--- config.mk ---
export PLATFORM = sky130hd
export DESIGN_NAME = eeu_exception_entry
export DESIGN_NICKNAME = d
export VERILOG_FILES = /design/src/verilog/eeu_exception_entry.v
export VERILOG_INCLUDE_DIRS = /design/src /design/src/pkg
export SDC_FILE = /design/constraint.sdc
export NUM_CORES = 1
export LEC_CHECK = 0
export BUFFER_PORTS_ARGS = -buffer_cell sky130_fd_sc_hd__buf_2
export CORE_MARGIN = 2
export CORE_UTILIZATION = 49
export CTS_CLUSTER_SIZE = 28
export DETAILED_ROUTE_END_ITERATION = 7
export GPL_ROUTABILITY_DRIVEN = 0
export PLACE_DENSITY = 0.91
export SLEW_MARGIN = 20
export SYNTH_ARGS = -nofsm -noshare
export SYNTH_HDL_FRONTEND = slang
export SYNTH_SLANG_ARGS = --single-unit
--- constraint.sdc ---
create_clock -name clk -period 2.72 [get_ports clk]
set_input_delay 0 -clock clk [delete_from_list [all_inputs] [get_ports clk]]
set_output_delay 0 -clock clk [all_outputs]
set_load 0.005 [all_outputs]
--- src/pkg/eeu_regs.vh ---
// Constants for the exception entry unit
`ifndef EEU_REGS_VH
`define EEU_REGS_VH
// Cause codes
`define EEU_CODE_INT 5'h00
`define EEU_CODE_ADDR_ERR_LOAD_CODE 5'h04
`define EEU_CODE_ADDR_ERR_STORE_CODE 5'h05
`define EEU_CODE_IBE 5'h06
`define EEU_CODE_DBE 5'h07
`define EEU_CODE_BP 5'h09
`define EEU_CODE_CPU 5'h0b
// Access size codes
`define EEU_SZ_HALF 2'h1
`define EEU_SZ_WORD 2'h2
// Register indices on the plain port
`define EEU_REG_STATUS 4'h0
`define EEU_REG_CAUSE 4'h1
`define EEU_REG_EPC 4'h2
`define EEU_REG_BADVA 4'h3
// Status layout
`define EEU_ST_IEC 0
`define EEU_ST_KUC 1
`define EEU_ST_IEP 2
`define EEU_ST_KUP 3
`define EEU_ST_IEO 4
`define EEU_ST_KUO 5
`define EEU_ST_IM_LO 8
`define EEU_ST_IM_HI 15
`define EEU_ST_CU_LO 28
`define EEU_ST_CU_HI 31
// Cause layout
`define EEU_CA_CODE_LO 2
`define EEU_CA_CODE_HI 6
`define EEU_CA_SW_LO 8
`define EEU_CA_SW_HI 9
`define EEU_CA_IP_LO 10
`define EEU_CA_IP_HI 15
`define EEU_CA_CE_LO 28
`define EEU_CA_CE_HI 29
`define EEU_CA_BD 31
// Reset values and vector
`define EEU_STATUS_RST 32'h0000_0000
`define EEU_VECTOR 32'h8000_0080
`define EEU_KSEG_BIT 31
`endif

--- src/verilog/eeu_exception_entry.v ---
// Exception entry unit: detection, cause, return pc, status stack, vector
`timescale 1ns/100ps
`include "eeu_regs.vh"
//
// Function
// - Misaligned word or half access gives address error
// - User access to kernel half gives error
// - Load/fetch or store address error code
// - Return pc; branch pc and flag in delay
// - Shift mode/enable stack, clear current pair
// - Address error captures faulting virtual address
// - Redirect fetch to general exception vector
// - Vector fixed at kernel general exception address 8000_0080
// - Break instruction takes breakpoint exception
// - Break spare field is ignored
// - Bus error input on reads traps
// - Fetch or data bus error code
// - Unusable coprocessor traps; kernel may use system
// - Record code and coprocessor number
// - At most one coprocessor reported
// - Synchronous exceptions ignore enables and masks
// - Eight sources, masked, gated by enable
// - Interrupt code; cause shows all pending
// - Software pending bits writable, zero withdraws
module eeu_exception_entry #(
  parameter HW_IRQS = 6
) (
  input wire clk,
  input wire arst_n,
  // Instruction stage view
  input wire instr_valid,
  input wire [31:0] instr_pc,
  input wire [31:0] instr_word,
  input wire in_delay_slot,
  input wire [31:0] branch_pc,
  input wire is_break,
  input wire is_cop,
  input wire [1:0] cop_num,
  // Memory reference of the instruction
  input wire fetch_ref,
  input wire mem_load,
  input wire mem_store,
  input wire [1:0] mem_size,
  input wire [31:0] mem_addr,
  input wire bus_read_active,
  input wire bus_error_in,
  input wire bus_err_fetch,
  input wire [HW_IRQS-1:0] hw_irq_in,
  // Register port
  input wire [3:0] reg_addr,
  input wire [31:0] reg_wdata,
  input wire reg_wr,
  input wire reg_rd,
  output reg [31:0] reg_rdata,
  // Pipeline control
  output reg exc_taken,
  output reg [31:0] fetch_redirect_pc,
  output reg squash_writes,
  output reg kernel_user_now,
  output reg irq_enable_now
);

  // ----------------------------------------
  // Local constants
  // ----------------------------------------
  localparam [1:0] SZ_WORD = `EEU_SZ_WORD;
  localparam [1:0] SZ_HALF = `EEU_SZ_HALF;
  // Two software sources sit below the hardware ones
  localparam NSRC = HW_IRQS + 2;

  // ----------------------------------------
  // State
  // ----------------------------------------
  reg [31:0] status_q;
  reg [31:0] status_d;
  reg [4:0] cause_code_field_q;
  reg [4:0] cause_code_d;
  reg branch_delay_flag_q;
  reg branch_delay_d;
  reg [1:0] cop_err_q;
  reg [1:0] cop_err_d;
  reg [1:0] soft_irq_pending_field_q;
  reg [1:0] soft_irq_d;
  reg [HW_IRQS-1:0] hw_irq_pending_field_q;
  reg [31:0] exception_return_pc_q;
  reg [31:0] epc_d;
  reg [31:0] faulting_vaddr_reg_q;
  reg [31:0] badva_d;
  reg [31:0] cause_bits;
  reg [31:0] rdata_d;

  // ----------------------------------------
  // Reference decode
  // ----------------------------------------
  wire ref_data = mem_load | mem_store;
  wire ref_any = fetch_ref | ref_data;
  // A fetch is always a full word, whatever the size input says
  wire [1:0] acc_size = fetch_ref ? SZ_WORD : mem_size;
  wire [31:0] ref_addr = fetch_ref ? instr_pc : mem_addr;
  // Fetch side wins if both are flagged, so a fetch never reports a store
  wire store_ref = mem_store & ~fetch_ref;

  // ----------------------------------------
  // Address error
  // ----------------------------------------
  wire mis_word = (acc_size == SZ_WORD) && (ref_addr[1:0] != 2'h0);
  wire mis_half = (acc_size == SZ_HALF) && ref_addr[0];
  wire in_user = status_q[`EEU_ST_KUC];
  wire user_kseg = in_user && ref_addr[`EEU_KSEG_BIT];
  wire addr_fault = mis_word | mis_half | user_kseg;
  wire addr_err = instr_valid && ref_any && addr_fault;

  // ----------------------------------------
  // Bus error, break, coprocessor
  // ----------------------------------------
  // Write faults arrive later as interrupts, so only reads trap here
  wire bus_err = instr_valid && bus_read_active && bus_error_in;
  // Break decoded by opcode only; bits 25..6 never looked at
  wire brk = instr_valid && is_break;
  wire [3:0] cu_bits = status_q[`EEU_ST_CU_HI:`EEU_ST_CU_LO];
  wire sys_unit = (cop_num == 2'h0);
  // System unit usable whenever in kernel mode
  wire cop_ok = cu_bits[cop_num] || (sys_unit && !in_user);
  wire cop_unus = instr_valid && is_cop && !cop_ok;

  // ----------------------------------------
  // Interrupts
  // ----------------------------------------
  wire [NSRC-1:0] pend = {hw_irq_pending_field_q, soft_irq_pending_field_q};
  wire [NSRC-1:0] im = status_q[`EEU_ST_IM_LO+NSRC-1:`EEU_ST_IM_LO];
  wire [NSRC-1:0] irq_hit;
  genvar gi;
  generate
    for (gi = 0; gi < NSRC; gi = gi + 1) begin : g_src
      // Each source gated by its own mask bit
      assign irq_hit[gi] = pend[gi] & im[gi];
    end
  endgenerate
  // Global enable gates all eight at once
  wire irq = instr_valid && status_q[`EEU_ST_IEC] && (|irq_hit);

  // ----------------------------------------
  // Entry decision
  // ----------------------------------------
  // Sync causes never gated by enable or mask
  wire sync_take = addr_err | bus_err | brk | cop_unus;
  wire take = sync_take | irq;
  // Fixed priority so exactly one cause is recorded
  wire sel_addr = addr_err;
  wire sel_bus = bus_err & ~addr_err;
  wire sel_cop = cop_unus & ~addr_err & ~bus_err;
  wire sel_brk = brk & ~addr_err & ~bus_err & ~cop_unus;
  wire sel_irq = irq & ~sync_take;

  // ----------------------------------------
  // Cause code next value
  // ----------------------------------------
  always @* begin
    cause_code_d = cause_code_field_q;
    if (sel_addr) begin
      cause_code_d = store_ref ? `EEU_CODE_ADDR_ERR_STORE_CODE : `EEU_CODE_ADDR_ERR_LOAD_CODE;
    end
    if (sel_bus) begin
      cause_code_d = bus_err_fetch ? `EEU_CODE_IBE : `EEU_CODE_DBE;
    end
    if (sel_cop) begin
      cause_code_d = `EEU_CODE_CPU;
    end
    if (sel_brk) begin
      cause_code_d = `EEU_CODE_BP;
    end
    if (sel_irq) begin
      cause_code_d = `EEU_CODE_INT;
    end
  end

  // ----------------------------------------
  // Coprocessor number next value
  // ----------------------------------------
  // Kept from the last unusable trap; other causes leave it alone
  always @* begin
    cop_err_d = cop_err_q;
    if (sel_cop) begin
      cop_err_d = cop_num;
    end
  end

  // ----------------------------------------
  // Return pc and delay flag next value
  // ----------------------------------------
  always @* begin
    epc_d = exception_return_pc_q;
    branch_delay_d = branch_delay_flag_q;
    if (take) begin
      epc_d = in_delay_slot ? branch_pc : instr_pc;
      branch_delay_d = in_delay_slot;
    end
  end

  // ----------------------------------------
  // Faulting address next value
  // ----------------------------------------
  always @* begin
    badva_d = faulting_vaddr_reg_q;
    if (sel_addr) begin
      badva_d = ref_addr;
    end
  end

  // ----------------------------------------
  // Status next value
  // ----------------------------------------
  always @* begin
    status_d = status_q;
    if (reg_wr && reg_addr == `EEU_REG_STATUS) begin
      status_d = reg_wdata;
    end
    if (take) begin
      // Stack push: old<=prev, prev<=now, now cleared
      status_d[`EEU_ST_KUO] = status_q[`EEU_ST_KUP];
      status_d[`EEU_ST_IEO] = status_q[`EEU_ST_IEP];
      status_d[`EEU_ST_KUP] = status_q[`EEU_ST_KUC];
      status_d[`EEU_ST_IEP] = status_q[`EEU_ST_IEC];
      status_d[`EEU_ST_KUC] = 1'b0;
      status_d[`EEU_ST_IEC] = 1'b0;
    end
  end

  // ----------------------------------------
  // Software pending next value
  // ----------------------------------------
  always @* begin
    soft_irq_d = soft_irq_pending_field_q;
    if (reg_wr && reg_addr == `EEU_REG_CAUSE) begin
      soft_irq_d = reg_wdata[`EEU_CA_SW_HI:`EEU_CA_SW_LO];
    end
  end

  // ----------------------------------------
  // Status register
  // ----------------------------------------
  always @(posedge clk or negedge arst_n) begin
    if (!arst_n) begin
      status_q <= `EEU_STATUS_RST;
    end else begin
      status_q <= status_d;
    end
  end

  // ----------------------------------------
  // Cause fields
  // ----------------------------------------
  always @(posedge clk or negedge arst_n) begin
    if (!arst_n) begin
      cause_code_field_q <= 5'h00;
      branch_delay_flag_q <= 1'b0;
      cop_err_q <= 2'h0;
    end else begin
      cause_code_field_q <= cause_code_d;
      branch_delay_flag_q <= branch_delay_d;
      cop_err_q <= cop_err_d;
    end
  end

  // ----------------------------------------
  // Pending interrupts
  // ----------------------------------------
  always @(posedge clk or negedge arst_n) begin
    if (!arst_n) begin
      soft_irq_pending_field_q <= 2'h0;
    end else begin
      soft_irq_pending_field_q <= soft_irq_d;
    end
  end

  // One cycle of latency traded for a clean registered view of the pins
  always @(posedge clk or negedge arst_n) begin
    if (!arst_n) begin
      hw_irq_pending_field_q <= {HW_IRQS{1'b0}};
    end else begin
      // Levels only, no internal clear
      hw_irq_pending_field_q <= hw_irq_in;
    end
  end

  // ----------------------------------------
  // Return pc and faulting address
  // ----------------------------------------
  always @(posedge clk or negedge arst_n) begin
    if (!arst_n) begin
      exception_return_pc_q <= 32'h0000_0000;
    end else begin
      exception_return_pc_q <= epc_d;
    end
  end

  // Not touched by other causes, so it keeps the last bad address
  always @(posedge clk or negedge arst_n) begin
    if (!arst_n) begin
      faulting_vaddr_reg_q <= 32'h0000_0000;
    end else begin
      faulting_vaddr_reg_q <= badva_d;
    end
  end

  // ----------------------------------------
  // Read view
  // ----------------------------------------
  always @* begin
    cause_bits = 32'h0000_0000;
    cause_bits[`EEU_CA_BD] = branch_delay_flag_q;
    cause_bits[`EEU_CA_CE_HI:`EEU_CA_CE_LO] = cop_err_q;
    cause_bits[`EEU_CA_IP_LO+HW_IRQS-1:`EEU_CA_IP_LO] = hw_irq_pending_field_q;
    cause_bits[`EEU_CA_SW_HI:`EEU_CA_SW_LO] = soft_irq_pending_field_q;
    cause_bits[`EEU_CA_CODE_HI:`EEU_CA_CODE_LO] = cause_code_field_q;
  end

  // Data stand one cycle only, zero otherwise
  always @* begin
    rdata_d = 32'h0000_0000;
    if (reg_rd) begin
      case (reg_addr)
        `EEU_REG_STATUS: rdata_d = status_q;
        `EEU_REG_CAUSE: rdata_d = cause_bits;
        `EEU_REG_EPC: rdata_d = exception_return_pc_q;
        `EEU_REG_BADVA: rdata_d = faulting_vaddr_reg_q;
        default: rdata_d = 32'h0000_0000;
      endcase
    end
  end

  always @(posedge clk or negedge arst_n) begin
    if (!arst_n) begin
      reg_rdata <= 32'h0000_0000;
    end else begin
      reg_rdata <= rdata_d;
    end
  end

  // ----------------------------------------
  // Pipeline control outputs
  // ----------------------------------------
  always @(posedge clk or negedge arst_n) begin
    if (!arst_n) begin
      exc_taken <= 1'b0;
      squash_writes <= 1'b0;
    end else begin
      exc_taken <= take;
      // Held through the entry cycle so late stages also drop
      squash_writes <= take;
    end
  end

  always @(posedge clk or negedge arst_n) begin
    if (!arst_n) begin
      fetch_redirect_pc <= 32'h0000_0000;
    end else begin
      fetch_redirect_pc <= `EEU_VECTOR;
    end
  end

  // Mirrors of the current pair, in step with the status register
  always @(posedge clk or negedge arst_n) begin
    if (!arst_n) begin
      kernel_user_now <= 1'b0;
      irq_enable_now <= 1'b0;
    end else begin
      kernel_user_now <= status_d[`EEU_ST_KUC];
      irq_enable_now <= status_d[`EEU_ST_IEC];
    end
  end

endmodule

# After elaboration in Yosys (flattened, before gate mapping)
# Cells that the tools add are included.
# W data, S select, Z words.
op_classes:
  mux: 16
  n_eq_ne: 5
  reduce_logical: 24
  n_lt_le_gt_ge: 1
  bitwise_logic: 29
op_table:
  columns: ["operator", "count"]
  rows:
  - ["$pmux W32 S4", 1]
  - ["$mux W32", 3]
  - ["$mux W5", 5]
  - ["$and A1 B1 Y1", 16]
  - ["$logic_and A1 B1 Y1", 15]
  - ["$mux W6", 2]
  - ["$eq A4 B2 Y1 const B", 2]
  - ["$or A1 B1 Y1", 8]
  - ["$reduce_or A8 Y1", 1]
  - ["$not A1 Y1", 5]
  - ["$reduce_bool A5 Y1", 1]
  - ["$eq A4 B1 Y1 const B", 1]
  - ["$logic_not A4 Y1", 1]
  - ["$reduce_bool A2 Y1", 2]
  - ["$lt A2 B3 Y1 const B", 1]
  - ["$mux W1", 3]
  - ["$bmux W1 S2", 1]
  - ["$eq A2 B1 Y1 const B", 1]
  - ["$eq A2 B2 Y1 const B", 1]
  - ["$logic_not A1 Y1", 2]
  - ["$logic_not A2 Y1", 1]
  - ["$mux W2", 1]
  - ["$logic_or A1 B1 Y1", 1]
word_totals:
  elab_cells: 90
  register_bits: 148
  inputBits: 188

# Depth between registers and ports, before layout
logic_depth:
  depth_word: 12
  mapped_depth: 9
  ltp_nobuf: 6

# Least setup slack after synthesis
# Ideal clock, no wire load.
synth_timing:
  path_type: "reg-to-reg"
  startpoint: "register soft_irq_pending_field_q[0]"
  endpoint: "register branch_delay_flag_q"
  path_slack_ns: 0.814
  stages_incl_launch_ff: 7
  required_time_ns: 2.595
  period_less_slack_ns: 1.906
  arrival_ns: 1.781
  path_cell_list: "dfrtp_1 > a22oi_1 > a41oi_1 > o41ai_2 > o211a_2 > buf_6 > mux2_2"
synth_between:
  elab_chain_cells: 4
synth_lines:
  columns: ["element", "line_no", "rtl"]
  rows:
  - ["from (decl)", "eeu_exception_entry.v:82", "reg [1:0] soft_irq_pending_field_q;"]
  - ["from (signal assigned)", "eeu_exception_entry.v:272", "soft_irq_pending_field_q <= soft_irq_d;"]
  - ["$and A1 B1 Y1", "eeu_exception_entry.v:136", "assign irq_hit[gi] = pend[gi] & im[gi];"]
  - ["$reduce_or A8 Y1", "eeu_exception_entry.v:140", "wire irq = instr_valid && status_q[`EEU_ST_IEC] && (|irq_hit);"]
  - ["$logic_and A1 B1 Y1", "eeu_exception_entry.v:140", null]
  - ["$or A1 B1 Y1", "eeu_exception_entry.v:147", "wire take = sync_take | irq;"]
  - ["to (signal assigned)", "eeu_exception_entry.v:260", "branch_delay_flag_q <= branch_delay_d;"]
  - ["to (decl)", "eeu_exception_entry.v:78", "reg branch_delay_flag_q;"]
# No other way between the ends.
# A chain may end at the register's enable or synchronous reset.

# Worst setup path in the final report
layout_timing:
  startpoint: "register status_q[12]"
  endpoint: "register exception_return_pc_q[17]"
layout_between:
  elab_chain_cells: 4
layout_lines:
  columns: ["element", "line_no", "rtl"]
  rows:
  - ["from (decl)", "eeu_exception_entry.v:74", "reg [31:0] status_q;"]
  - ["from (signal assigned)", "eeu_exception_entry.v:244", "status_q <= `EEU_STATUS_RST;"]
  - ["from (signal assigned)", "eeu_exception_entry.v:246", "status_q <= status_d;"]
  - ["$and A1 B1 Y1", "eeu_exception_entry.v:136", null]
  - ["$reduce_or A8 Y1", "eeu_exception_entry.v:140", null]
  - ["$logic_and A1 B1 Y1", "eeu_exception_entry.v:140", null]
  - ["$or A1 B1 Y1", "eeu_exception_entry.v:147", null]
  - ["to (signal assigned)", "eeu_exception_entry.v:293", "exception_return_pc_q <= epc_d;"]
  - ["to (decl)", "eeu_exception_entry.v:85", "reg [31:0] exception_return_pc_q;"]
# No other way between the ends.

==> reports/results.ini <==
[clock_network]
cts_root_buf=clkbuf_16
clkLatencyLatePin_ns=0.43
cts_setup_buffers=0
cts_buffers=17
clockBufferDepth=2
post_cts_resize_count=0
cts_htree_levels=4
postCtsHoldBufs=172
cts_tree=yes
clk_pin_slew_ns=0.06
clkSinkCount=145

[yosys]
yosysWarnings=0
synthCells=594
synth_area_per_cell_um2=11.2
ys_seq_area_frac=0.546
synthFlopType=dfrtp_1
synthDistinctLibCells=40
synthesis.area_um2=6650
async_flop_share=1.00
synth-edff-count=0
synth_seq_cells=145

[setup_path]
cp-startpoint=status_q[12]
required_ns=3.05
endpoint_kind=register
start_kind=register
reg2reg_depth=7
ff2ff_setup_slack_ns=0.24
cp-endpoint=exception_return_pc_q[17]
reg2reg_from=status_q[12]
timing.rr.end=exception_return_pc_q[17]
critPathArrivalTime_ns=2.81
cp_max_fo=32
critical_path_class=reg -> reg

[drt]
routedWlPerCell_um=20.6
drc=0
vias=6520
wl_um=23500
vias_per_cell=5.72
drtPass1Iterations=6
drt_first_iter_violations=710
drtAntennaViolNets=0

[floorplan]
io_pins=256
num_rows=42
core_area_um2=13200
fp.dieH_um=120
die_x_um=120
die-area_um2=14500
start_util=0.502

[run]
maxCapViolCount=0

[timing]
min_period_over_period=0.911
final.setup_skew_ns=0.00860
tightest_slew_ns=0.751
slew_viol_final=0
max_freq_ghz=0.404
layout_setup_ws_ns=0.242
max-slew-margin-rel=0.499
hold_viol_final=0
period_minus_slack_ns=2.48
rsz0062_at_grt=no
tns_ns=0
final-setup-viol-count=0
hold_slack_ns=0.0150

[pwr]
power.leakage_nw=4.82
switching_share=0.262
p_sw_mw=1.60
power_frac_seq=0.440
power_mw=6.11
p_clk_frac=0.388
power_frac_comb=0.172
max-vdd-ir-drop_v=0.000452
internal-power_mw=4.51
power_density_nw_per_um2=611

[layout]
layout_commonest_cell=buf_2
drive_gt1_frac=0.294
area_growth_pct=50.5
nets=1136
layout_common_cells=buf_2 (191), dlygate4sd3_1 (172), dfrtp_1 (145), nand2_1 (71), mux2i_1 (67)

[grt]
grt-ovfl-total=0
antenna_found_initial=3
track_usage=0.333
grt_pass1_wl_um=36500
grt_pass1_vias=6918
grt_start_max_net_pins=82

[min_path]
hp-class=in -> reg

[placed_design]
port_buffers=193
dp_slack_ns=0.361
hpwlAfterDp_um=11700

[run_status]
outcome=finished clean

[synth_stat cells, types with 2 or more instances]
cell      count  area (µm²)
clkbuf_1     25        93.8
buf_4        41         308
nor2_1       26        97.6
dfrtp_1     145        3630
nand2b_1      4        25.0
o21ai_0      61         305
a22oi_1      34         255
a31oi_1       2        12.5
or3_1         2        12.5
and3_1        4        25.0
mux2_2       34         383
a21oi_2       3        26.3
a21oi_1      20         100
conb_1        2        7.51
mux2i_1      67         671
a222oi_1     17         170
nand2_1      71         267
inv_1         6        22.5
buf_2         6        30.0
o21ai_1       4        20.0
[cell families (layout without fill, tap and decap cells)]
| logic type | Yosys count | in the layout | synth area share |
|---|---|---|---|
| flip-flops | 145 | 145 | 0.546 |
| AND/OR/NAND/NOR | 113 | 113 | 0.0717 |
| other | 2 | 34 | 0.00113 |
| AO/OA/AOI/OAI | 152 | 152 | 0.150 |
| buffers and inverters | 80 | 418 | 0.0706 |
| multiplexers | 102 | 102 | 0.161 |
[layout make-up]
type | count | area (µm²)
fill | 808 | 3230
inverter | 7 | 26.3
antenna | 3 | 7.51
tap | 176 | 220
clock buffer | 21 | 460
sequential | 145 | 3630
timing repair buffer | 379 | 2850
clock inverter | 11 | 136
multi-input combinational | 398 | 2680
[layer usage]
metal  GRT usage  wire length, µm
met1       0.372             8230
met2       0.587            12200
met3      0.0811             2000
met4       0.177             1040
met5           0                0
[registers in the layout (all words and copies together), names as in the netlist]
name and count:
cop_err_q 2, reg_rdata 32, branch_delay_flag_q 1, fetch_redirect_pc 1
cause_code_field_q 4, hw_irq_pending_field_q 6, status_q 32, soft_irq_pending_field_q 2
faulting_vaddr_reg_q 32, squash_writes 1, exception_return_pc_q 32
[worst min-delay path by stage]
stage / from / end / slack (ns) / cells after the start
finish: instr_pc[0] / faulting_vaddr_reg_q[0] / 0.01 / 3
global route: instr_pc[0] / faulting_vaddr_reg_q[0] / 0.01 / 3
CTS: instr_pc[0] / faulting_vaddr_reg_q[0] / 0.002 / 3
detailed placement: arst_n / hw_irq_pending_field_q[0] / 0.09 / 1
global placement: arst_n / hw_irq_pending_field_q[0] / 0.08 / 1
floorplan: arst_n / branch_delay_flag_q / -0.30 / 0
[critical path, stage by stage (launching register included)]
cell and delay [ns]:
dfrtp_1 0.41, a22oi_1 0.26, a41oi_1 0.25, o41ai_2 0.47, o211a_2 0.53, buf_12 0.25, nand2_1 0.11, o21ai_0 0.10
[per-stage QoR]
step	std cells	cell area [µm²]	util
3_3_place_gp	933	7680	0.580
5_1_grt	1140	10000	0.756
4_1_cts	1137	10000	0.755
3_5_place_dp	933	7680	0.580
6_report	1140	10000	0.756
2_1_floorplan	623	6760	-
[power groups by stage]
stage | clock (mW) | combinational, mW | sequential, mW
floorplan | 0 | 0.508 | 2.63
global placement | 0 | 0.730 | 2.67
detailed placement | 0 | 0.767 | 2.69
CTS | 2.37 | 0.995 | 2.66
global route | 2.49 | 1.14 | 2.71
finish | 2.37 | 1.05 | 2.69
(Power assumes the default switching activity.)
